===== src/rtl/alert_gpio_pkg.sv =====
package alert_gpio_pkg;

    localparam int CH_COUNT    = 8;
    localparam int DATA_W      = 32;
    localparam int IDX_W       = 8;
    localparam int IDX_LSB     = 2;
    localparam int SYNC_STAGES = 2;

    // Register indices; byte address is four times the index
    localparam logic [7:0] IDX_SRC_MASK [CH_COUNT] = '{
        8'hc3, 8'hc5, 8'hc7, 8'hc9, 8'hcb, 8'hcd, 8'hcf, 8'hd1
    };
    localparam logic [7:0] IDX_TRIG_ENABLE = 8'he9;
    localparam logic [7:0] IDX_TRIG_VALUE  = 8'heb;
    localparam logic [7:0] IDX_PIN_OUTPUT  = 8'h03;
    localparam logic [7:0] IDX_PIN_DIGITAL = 8'h05;
    localparam logic [7:0] IDX_PUSH_PULL   = 8'h07;
    localparam logic [7:0] IDX_OUT_LEVEL   = 8'h0b;
    localparam logic [7:0] IDX_IN_STATE    = 8'h0d;

    // Values after reset
    localparam logic [7:0] RST_SRC_MASK    = 8'h00;
    localparam logic [7:0] RST_TRIG_ENABLE = 8'h00;
    localparam logic [7:0] RST_TRIG_VALUE  = 8'h00;
    localparam logic [7:0] RST_PIN_OUTPUT  = 8'h00;
    localparam logic [7:0] RST_PIN_DIGITAL = 8'h00;
    localparam logic [7:0] RST_PUSH_PULL   = 8'h00;
    localparam logic [7:0] RST_OUT_LEVEL   = 8'h00;

    localparam logic [1:0] RESP_OKAY   = 2'b00;
    localparam logic [1:0] RESP_SLVERR = 2'b10;

    typedef enum logic [1:0] {
        MODE_ANALOG,
        MODE_DIG_IN,
        MODE_OPEN_DRAIN,
        MODE_PUSH_PULL
    } pin_mode_t;

endpackage


===== src/rtl/alert_triggered_output_update.sv =====
// Added by the designer: the AXI4-Lite register port.
`timescale 1ns/1ps
module alert_triggered_output_update
    import alert_gpio_pkg::*;
#(
    parameter int CHANNELS = CH_COUNT,
    parameter int ADDR_W   = 12
) (
    input  wire logic              aclk,
    input  wire logic              aresetn,
    input  wire logic [ADDR_W-1:0] s_axi_awaddr,
    input  wire logic [2:0]        s_axi_awprot,
    input  wire logic              s_axi_awvalid,
    output logic                   s_axi_awready,
    input  wire logic [DATA_W-1:0] s_axi_wdata,
    input  wire logic [3:0]        s_axi_wstrb,
    input  wire logic              s_axi_wvalid,
    output logic                   s_axi_wready,
    output logic [1:0]             s_axi_bresp,
    output logic                   s_axi_bvalid,
    input  wire logic              s_axi_bready,
    input  wire logic [ADDR_W-1:0] s_axi_araddr,
    input  wire logic [2:0]        s_axi_arprot,
    input  wire logic              s_axi_arvalid,
    output logic                   s_axi_arready,
    output logic [DATA_W-1:0]      s_axi_rdata,
    output logic [1:0]             s_axi_rresp,
    output logic                   s_axi_rvalid,
    input  wire logic              s_axi_rready,
    input  wire logic [7:0]        alert_flags,
    input  wire logic [7:0]        pin_in,
    output logic [7:0]             pin_out,
    output logic [7:0]             pin_oe
);

    initial begin
        if (CHANNELS != CH_COUNT) begin
            $error("alert_triggered_output_update: register fields hold exactly eight channels");
        end
        if (ADDR_W < IDX_W + IDX_LSB) begin
            $error("alert_triggered_output_update: address too narrow for the register map");
        end
    end

    logic [7:0]        src_mask [CH_COUNT];
    logic [7:0]        trig_enable;
    logic [7:0]        trig_value;
    logic [7:0]        pin_output;
    logic [7:0]        pin_digital;
    logic [7:0]        push_pull;
    logic [7:0]        out_level;
    logic [7:0]        pin_sync;
    logic [7:0]        digital_input_state;
    logic [7:0]        trig_now;
    logic [7:0]        trig_prev;
    logic [7:0]        trig_fire;

    logic              aw_held;
    logic              w_held;
    logic [IDX_W-1:0]  wr_idx;
    logic              wr_upper_ok;
    logic [7:0]        wr_byte;
    logic              wr_lane0;
    logic              do_write;
    logic              wr_lane_hit;
    logic [7:0]        next_rd_byte;
    logic              next_rd_ok;
    logic              next_wr_ok;
    logic [IDX_W-1:0]  rd_idx;

    // Register bus: write address and data are taken independently
    assign s_axi_awready = !aw_held && !s_axi_bvalid;
    assign s_axi_wready  = !w_held && !s_axi_bvalid;
    assign s_axi_arready = !s_axi_rvalid;
    assign do_write      = aw_held && w_held && !s_axi_bvalid;
    assign wr_lane_hit   = do_write && wr_lane0 && wr_upper_ok;
    assign rd_idx        = s_axi_araddr[IDX_LSB +: IDX_W];

    always_ff @(posedge aclk) begin
        if (!aresetn) begin
            aw_held     <= 1'b0;
            wr_idx      <= '0;
            wr_upper_ok <= 1'b0;
        end else if (s_axi_awvalid && s_axi_awready) begin
            aw_held     <= 1'b1;
            wr_idx      <= s_axi_awaddr[IDX_LSB +: IDX_W];
            wr_upper_ok <= (s_axi_awaddr >> (IDX_LSB + IDX_W)) == '0;
        end else if (do_write) begin
            aw_held     <= 1'b0;
        end
    end

    always_ff @(posedge aclk) begin
        if (!aresetn) begin
            w_held   <= 1'b0;
            wr_byte  <= '0;
            wr_lane0 <= 1'b0;
        end else if (s_axi_wvalid && s_axi_wready) begin
            w_held   <= 1'b1;
            wr_byte  <= s_axi_wdata[7:0];
            wr_lane0 <= s_axi_wstrb[0];
        end else if (do_write) begin
            w_held   <= 1'b0;
        end
    end

    function automatic logic idx_mapped(input logic [IDX_W-1:0] idx);
        logic hit;
        hit = 1'b0;
        for (int i = 0; i < CH_COUNT; i++) begin
            if (idx == IDX_SRC_MASK[i]) begin
                hit = 1'b1;
            end
        end
        case (idx)
            IDX_TRIG_ENABLE, IDX_TRIG_VALUE, IDX_PIN_OUTPUT, IDX_PIN_DIGITAL,
            IDX_PUSH_PULL, IDX_OUT_LEVEL, IDX_IN_STATE: begin
                hit = 1'b1;
            end
            default: begin
            end
        endcase
        return hit;
    endfunction

    always_comb begin
        next_wr_ok = wr_upper_ok && idx_mapped(wr_idx);
    end

    always_ff @(posedge aclk) begin
        if (!aresetn) begin
            s_axi_bvalid <= 1'b0;
            s_axi_bresp  <= RESP_OKAY;
        end else if (do_write) begin
            s_axi_bvalid <= 1'b1;
            s_axi_bresp  <= next_wr_ok ? RESP_OKAY : RESP_SLVERR;
        end else if (s_axi_bready) begin
            s_axi_bvalid <= 1'b0;
        end
    end

    // Per-output source masks, zero to seven included, each its own register
    generate
        for (genvar o = 0; o < CH_COUNT; o++) begin : g_mask
            always_ff @(posedge aclk) begin
                if (!aresetn) begin
                    src_mask[o] <= RST_SRC_MASK;
                end else if (wr_lane_hit && wr_idx == IDX_SRC_MASK[o]) begin
                    src_mask[o] <= wr_byte;
                end
            end
        end
    endgenerate

    always_ff @(posedge aclk) begin
        if (!aresetn) begin
            trig_enable <= RST_TRIG_ENABLE;
        end else if (wr_lane_hit && wr_idx == IDX_TRIG_ENABLE) begin
            trig_enable <= wr_byte;
        end
    end

    always_ff @(posedge aclk) begin
        if (!aresetn) begin
            trig_value <= RST_TRIG_VALUE;
        end else if (wr_lane_hit && wr_idx == IDX_TRIG_VALUE) begin
            trig_value <= wr_byte;
        end
    end

    always_ff @(posedge aclk) begin
        if (!aresetn) begin
            pin_output  <= RST_PIN_OUTPUT;
            pin_digital <= RST_PIN_DIGITAL;
            push_pull   <= RST_PUSH_PULL;
        end else if (wr_lane_hit) begin
            if (wr_idx == IDX_PIN_OUTPUT) begin
                pin_output <= wr_byte;
            end
            if (wr_idx == IDX_PIN_DIGITAL) begin
                pin_digital <= wr_byte;
            end
            if (wr_idx == IDX_PUSH_PULL) begin
                push_pull <= wr_byte;
            end
        end
    end

    // Combined trigger per output and its rising edge
    generate
        for (genvar o = 0; o < CH_COUNT; o++) begin : g_trig
            // Masked-off channels drop out of the OR entirely
            assign trig_now[o]  = |(alert_flags & src_mask[o]);
            assign trig_fire[o] = trig_now[o] && !trig_prev[o] && trig_enable[o];
        end
    endgenerate

    // Edge memory runs even while disabled, so enabling never fires on a stale level
    always_ff @(posedge aclk) begin
        if (!aresetn) begin
            trig_prev <= '0;
        end else begin
            trig_prev <= trig_now;
        end
    end

    // Output level: trigger wins over a software write in the same cycle
    generate
        for (genvar o = 0; o < CH_COUNT; o++) begin : g_level
            always_ff @(posedge aclk) begin
                if (!aresetn) begin
                    out_level[o] <= RST_OUT_LEVEL[o];
                end else if (trig_fire[o]) begin
                    out_level[o] <= trig_value[o];
                end else if (wr_lane_hit && wr_idx == IDX_OUT_LEVEL) begin
                    out_level[o] <= wr_byte[o];
                end
            end
        end
    endgenerate

    pin_input_sync #(
        .WIDTH  (CH_COUNT),
        .STAGES (SYNC_STAGES)
    ) u_pin_sync (
        .aclk     (aclk),
        .aresetn  (aresetn),
        .async_in (pin_in),
        .sync_out (pin_sync)
    );

    // Pin modes and drivers
    generate
        for (genvar p = 0; p < CH_COUNT; p++) begin : g_pin
            pin_mode_t mode;
            logic      next_out;
            logic      next_oe;

            always_comb begin
                if (!pin_digital[p]) begin
                    mode = MODE_ANALOG;
                end else if (!pin_output[p]) begin
                    mode = MODE_DIG_IN;
                end else if (push_pull[p]) begin
                    mode = MODE_PUSH_PULL;
                end else begin
                    mode = MODE_OPEN_DRAIN;
                end
            end

            always_comb begin
                case (mode)
                    MODE_PUSH_PULL: begin
                        next_out = out_level[p];
                        next_oe  = 1'b1;
                    end
                    MODE_OPEN_DRAIN: begin
                        next_out = 1'b0;
                        next_oe  = !out_level[p];
                    end
                    default: begin
                        next_out = 1'b0;
                        next_oe  = 1'b0;
                    end
                endcase
            end

            always_ff @(posedge aclk) begin
                if (!aresetn) begin
                    pin_out[p] <= 1'b0;
                    pin_oe[p]  <= 1'b0;
                end else begin
                    pin_out[p] <= next_out;
                    pin_oe[p]  <= next_oe;
                end
            end

            // Pins not configured as digital inputs read zero
            assign digital_input_state[p] = (mode == MODE_DIG_IN) && pin_sync[p];
        end
    endgenerate

    // Read decode
    always_comb begin
        next_rd_byte = 8'h00;
        next_rd_ok   = (s_axi_araddr >> (IDX_LSB + IDX_W)) == '0;
        case (rd_idx)
            IDX_TRIG_ENABLE: next_rd_byte = trig_enable;
            IDX_TRIG_VALUE:  next_rd_byte = trig_value;
            IDX_PIN_OUTPUT:  next_rd_byte = pin_output;
            IDX_PIN_DIGITAL: next_rd_byte = pin_digital;
            IDX_PUSH_PULL:   next_rd_byte = push_pull;
            IDX_OUT_LEVEL:   next_rd_byte = out_level;
            IDX_IN_STATE:    next_rd_byte = digital_input_state;
            default: begin
                next_rd_ok = 1'b0;
                for (int i = 0; i < CH_COUNT; i++) begin
                    if (rd_idx == IDX_SRC_MASK[i]) begin
                        next_rd_byte = src_mask[i];
                        next_rd_ok   = (s_axi_araddr >> (IDX_LSB + IDX_W)) == '0;
                    end
                end
            end
        endcase
        if (!next_rd_ok) begin
            next_rd_byte = 8'h00;
        end
    end

    always_ff @(posedge aclk) begin
        if (!aresetn) begin
            s_axi_rvalid <= 1'b0;
            s_axi_rdata  <= '0;
            s_axi_rresp  <= RESP_OKAY;
        end else if (s_axi_arvalid && s_axi_arready) begin
            s_axi_rvalid <= 1'b1;
            s_axi_rdata  <= {24'h000000, next_rd_byte};
            s_axi_rresp  <= next_rd_ok ? RESP_OKAY : RESP_SLVERR;
        end else if (s_axi_rready) begin
            s_axi_rvalid <= 1'b0;
        end
    end

endmodule


===== src/rtl/pin_input_sync.sv =====
`timescale 1ns/1ps
module pin_input_sync
    import alert_gpio_pkg::*;
#(
    parameter int WIDTH  = CH_COUNT,
    parameter int STAGES = SYNC_STAGES
) (
    input  wire logic             aclk,
    input  wire logic             aresetn,
    input  wire logic [WIDTH-1:0] async_in,
    output logic      [WIDTH-1:0] sync_out
);

    initial begin
        if (STAGES < 2 || WIDTH < 1) begin
            $error("pin_input_sync: needs at least two stages");
        end
    end

    // Only the last stage is visible outside
    logic [WIDTH-1:0] stage [STAGES];

    always_ff @(posedge aclk) begin
        if (!aresetn) begin
            for (int s = 0; s < STAGES; s++) begin
                stage[s] <= '0;
            end
        end else begin
            stage[0] <= async_in;
            for (int s = 1; s < STAGES; s++) begin
                stage[s] <= stage[s-1];
            end
        end
    end

    assign sync_out = stage[STAGES-1];

endmodule


===== config.mk =====
export PLATFORM = sky130hd
export DESIGN_NAME = alert_triggered_output_update
export DESIGN_NICKNAME = d
export VERILOG_FILES = /design/src/rtl/alert_gpio_pkg.sv /design/src/rtl/alert_triggered_output_update.sv /design/src/rtl/pin_input_sync.sv
export SDC_FILE = /design/constraint.sdc
export NUM_CORES = 1
export LEC_CHECK = 0
export ABC_CLOCK_PERIOD_IN_PS = 4330
export BUFFER_PORTS_ARGS = -buffer_cell sky130_fd_sc_hd__buf_2
export CAP_MARGIN = 20
export CORE_MARGIN = 2
export CORE_UTILIZATION = 55
export DETAILED_ROUTE_END_ITERATION = 6
export PLACE_DENSITY = 0.82
export REMOVE_ABC_BUFFERS = 1
export SLEW_MARGIN = 10
export SYNTH_ARGS = -nofsm -noshare
export SYNTH_HDL_FRONTEND = slang
export SYNTH_SLANG_ARGS = --single-unit

===== constraint.sdc =====
create_clock -name aclk -period 4.33 [get_ports aclk]
set_input_delay 0 -clock aclk [delete_from_list [all_inputs] [get_ports aclk]]
set_output_delay 0 -clock aclk [all_outputs]
set_load 0.05 [all_outputs]

==> results.toml <==
[pwr]
leakage_nw = 3.868
power_density_nw_per_um2 = 379.7
irDropWorstVdd_uv = 283.7

[layout]
layout-drive-gt1-share = 0.1437
num_antenna_cells = 0
layout.cells.non_filler = 1162
syn2layout_area_growth_pct = 14.74
nNetsFinal = 1050

[clock_tree]
cts-root-buf = "clkbuf_16"
clock_latency_ns = 0.44
cts_sinks = 184
clk_path_buf_depth = 2
htreeDepth = 4
cts_buffers = 17
path_clk_slew_ns = 0.08
post-cts-setup-buffers = 0
cts_tree = "built"

[synth]
syn_area_um2 = 8522
synthCells = 875
synth-main-ff-cell = "dfxtp_1"
yosys-top-cells-count = "dfxtp_1 (120), and2_1 (98), nand2_1 (80)"
ys_top_cells_by_area = "dfxtp_1 (28%), edfxtp_1 (23%), and2_1 (7.2%), mux2i_1 (6.6%), nand2_1 (3.5%)"
avgSynthCellArea_um2 = 9.739
synth_top_area_cell = "dfxtp_1"
synthDistinctLibCells = 59
synth_edf_count = 64
ys_ff_latch = 184
synth_most_common_cell = "dfxtp_1"
ys_seq_area_frac = 0.5074
yosys_warnings = 0
netlist.area_leader.share = 0.2819
async_reset_ff_frac = 0

[sta]
tns_ns = 0
slew_viol_final = 0
skew_ns = 0.01467
hold_viol_final = 0
tightest_slew_ns = 1.069
slew_headroom = 0.2800
fmax_ghz = 0.3872
period_minus_slack_ns = 2.582
grt_setup_unrepaired = "false"
period_share = 0.5964
setup_viol = 0

[status]
status = "finished clean"

[global_route]
grt_pass1_wl_um = 34870
grt_usage = 0.2796
antenna_found_initial = 0
grt_pass1_vias = 6419
grt_max_degree = 52
overflow = 0

[drt]
routed_wirelength_um = 22820
avgViaCountPerCell = 5.982
vias = 6951
initialDrtViolationCount = 957
drtAntennaViolNets = 0
post-route-drc-count = 0
drtPass1Iterations = 7
routedWlPerCell_um = 19.64

[worst_setup_path]
end_kind = "flop"
cp-start-kind = "flop"
arrival_ns = 2.65
critical_path_class = "reg -> reg"
cp.required_ns = 4.39
critPathMaxFanout = 8

[placed_design]
dp_hpwl_um = 14940
globalplace.congestion = 0.9947
numPortBuffers = 82
placed_cells = 1093

[die]
core_um2 = 15150
start_util = 0.5627
rows = 45
die_w_um = 128.5
fp.dieH_um = 128.5
io-pin-count = 146
die-area_um2 = 16510

[worst_hold_path]
min_path_type = "in -> reg"

[flow_run]
max_cap_viol_count = 0
[timing repair]
item / 4_1_cts / 5_1_grt
resized for setup: 0 / 0
hold buffers: 33 / 0
hold endpoints to repair: 34 / 0
[worst paths after layout]
path                                              from                       to  slack [ns]  cells past startpoint
worst max-delay path                      s_axi_bvalid          src_mask[1][14]        1.75                      5
worst min-delay path                  s_axi_araddr[11]           s_axi_rresp[1]        0.03                      4
worst max register to register            s_axi_bvalid          src_mask[1][14]        1.75                      5
worst min register to register  u_pin_sync.stage[0][2]  u_pin_sync.stage[0][10]        0.44                      1
[state kept, by name, summed over array words and instances, names as in the netlist, 8 cells and up]
name              count
out_level             8
trig_enable           8
pin_out               8
u_pin_sync.stage     16
trig_prev             8
pin_digital           8
wr_byte               8
pin_output            8
pin_oe                8
src_mask             64
wr_idx                8
push_pull             8
s_axi_rdata           8
trig_value            8
[layer usage]
| metal | vias to the layer above | GRT usage | share of wire |
|---|---|---|---|
| li1 | 3241 | - | - |
| met1 | 3299 | 0.3640 | 0.42 |
| met2 | 361 | 0.4493 | 0.47 |
| met3 | 50 | 0.07193 | 0.089 |
| met4 | 0 | 0.1105 | 0.025 |
| met5 | - | 0 | 0 |
[metrics by stage]
step / power [mW] / cell area, µm² / hold WS [ns] / setup WS [ns] / util
3_3_place_gp: 2.202 / 8851 / 0.1886 / 1.757 / 0.5844
3_5_place_dp: 2.207 / 8851 / 0.1901 / 1.643 / 0.5844
4_1_cts: 3.714 / 9758 / 0.01296 / 1.633 / 0.6443
2_1_floorplan: 2.080 / 8190 / 0.1001 / 1.991 / -
5_1_grt: 3.825 / 9778 / 0.07232 / 1.555 / 0.6456
6_report: 3.713 / 9778 / 0.03190 / 1.748 / 0.6456
[cell families (layout without fill, tap and decap cells)]
kind of cell | Yosys count | count (layout) | share of synthesized area
DFF | 184 | 184 | 0.5074
AOI/OAI and AO/OA | 175 | 175 | 0.1412
buffers and inverters | 100 | 174 | 0.05917
and+or+nand+nor | 352 | 352 | 0.2167
other | 1 | 26 | 0.0004400
muxes | 63 | 63 | 0.07503
[placed cells by master (no fill, tap or decap), types with 3 or more instances in the layout]
master and n:
inv_6 4, nand3b_1 10, a2111oi_0 4, dlygate4sd3_1 33, o31ai_1 6, clkbuf_16 18
inv_4 3, nand2_1 80, mux2_2 7, a211oi_1 14, nor3b_1 6, nand4_1 15
conb_1 26, o211a_1 8, o21ai_0 31, and3_1 5, nor3_1 9, nand2b_1 4
inv_8 3, nor2_1 74, dfxtp_1 120, nor2_2 4, and2_1 98, mux2i_1 56
a21oi_1 41, a22oi_1 34, nand3_1 18, buf_2 84, inv_1 20, edfxtp_1 64
o211ai_1 9, o221ai_1 13, nor2b_1 14
[critical path: stages, from the launching register on]
cell and delay, ns:
dfxtp_1 0.36, and3b_1 0.33, nand3_1 0.10, nor2_1 0.29
nand2_1 0.23, o21ai_0 0.89
[layout make-up]
cell class                 instances  area, µm²
sequential                       184       4324
tap                              188      235.2
clock inverter                    14      126.4
inverter                          21      78.83
fill                            1168       5368
multi-input combinational        616       3787
clock buffer                      18      450.4
timing repair buffer             121      775.7
[power by group]
part | leakage (nW) | total (mW) | internal (mW) | switching (mW)
registers | 1.64 | 1.89 | 1.83 | 0.0602
logic | 1.94 | 0.310 | 0.0976 | 0.213
clock network | 0.291 | 1.51 | 0.793 | 0.716
total | 3.87 | 3.71 | 2.72 | 0.989
Power figures use the tool's default switching activity.
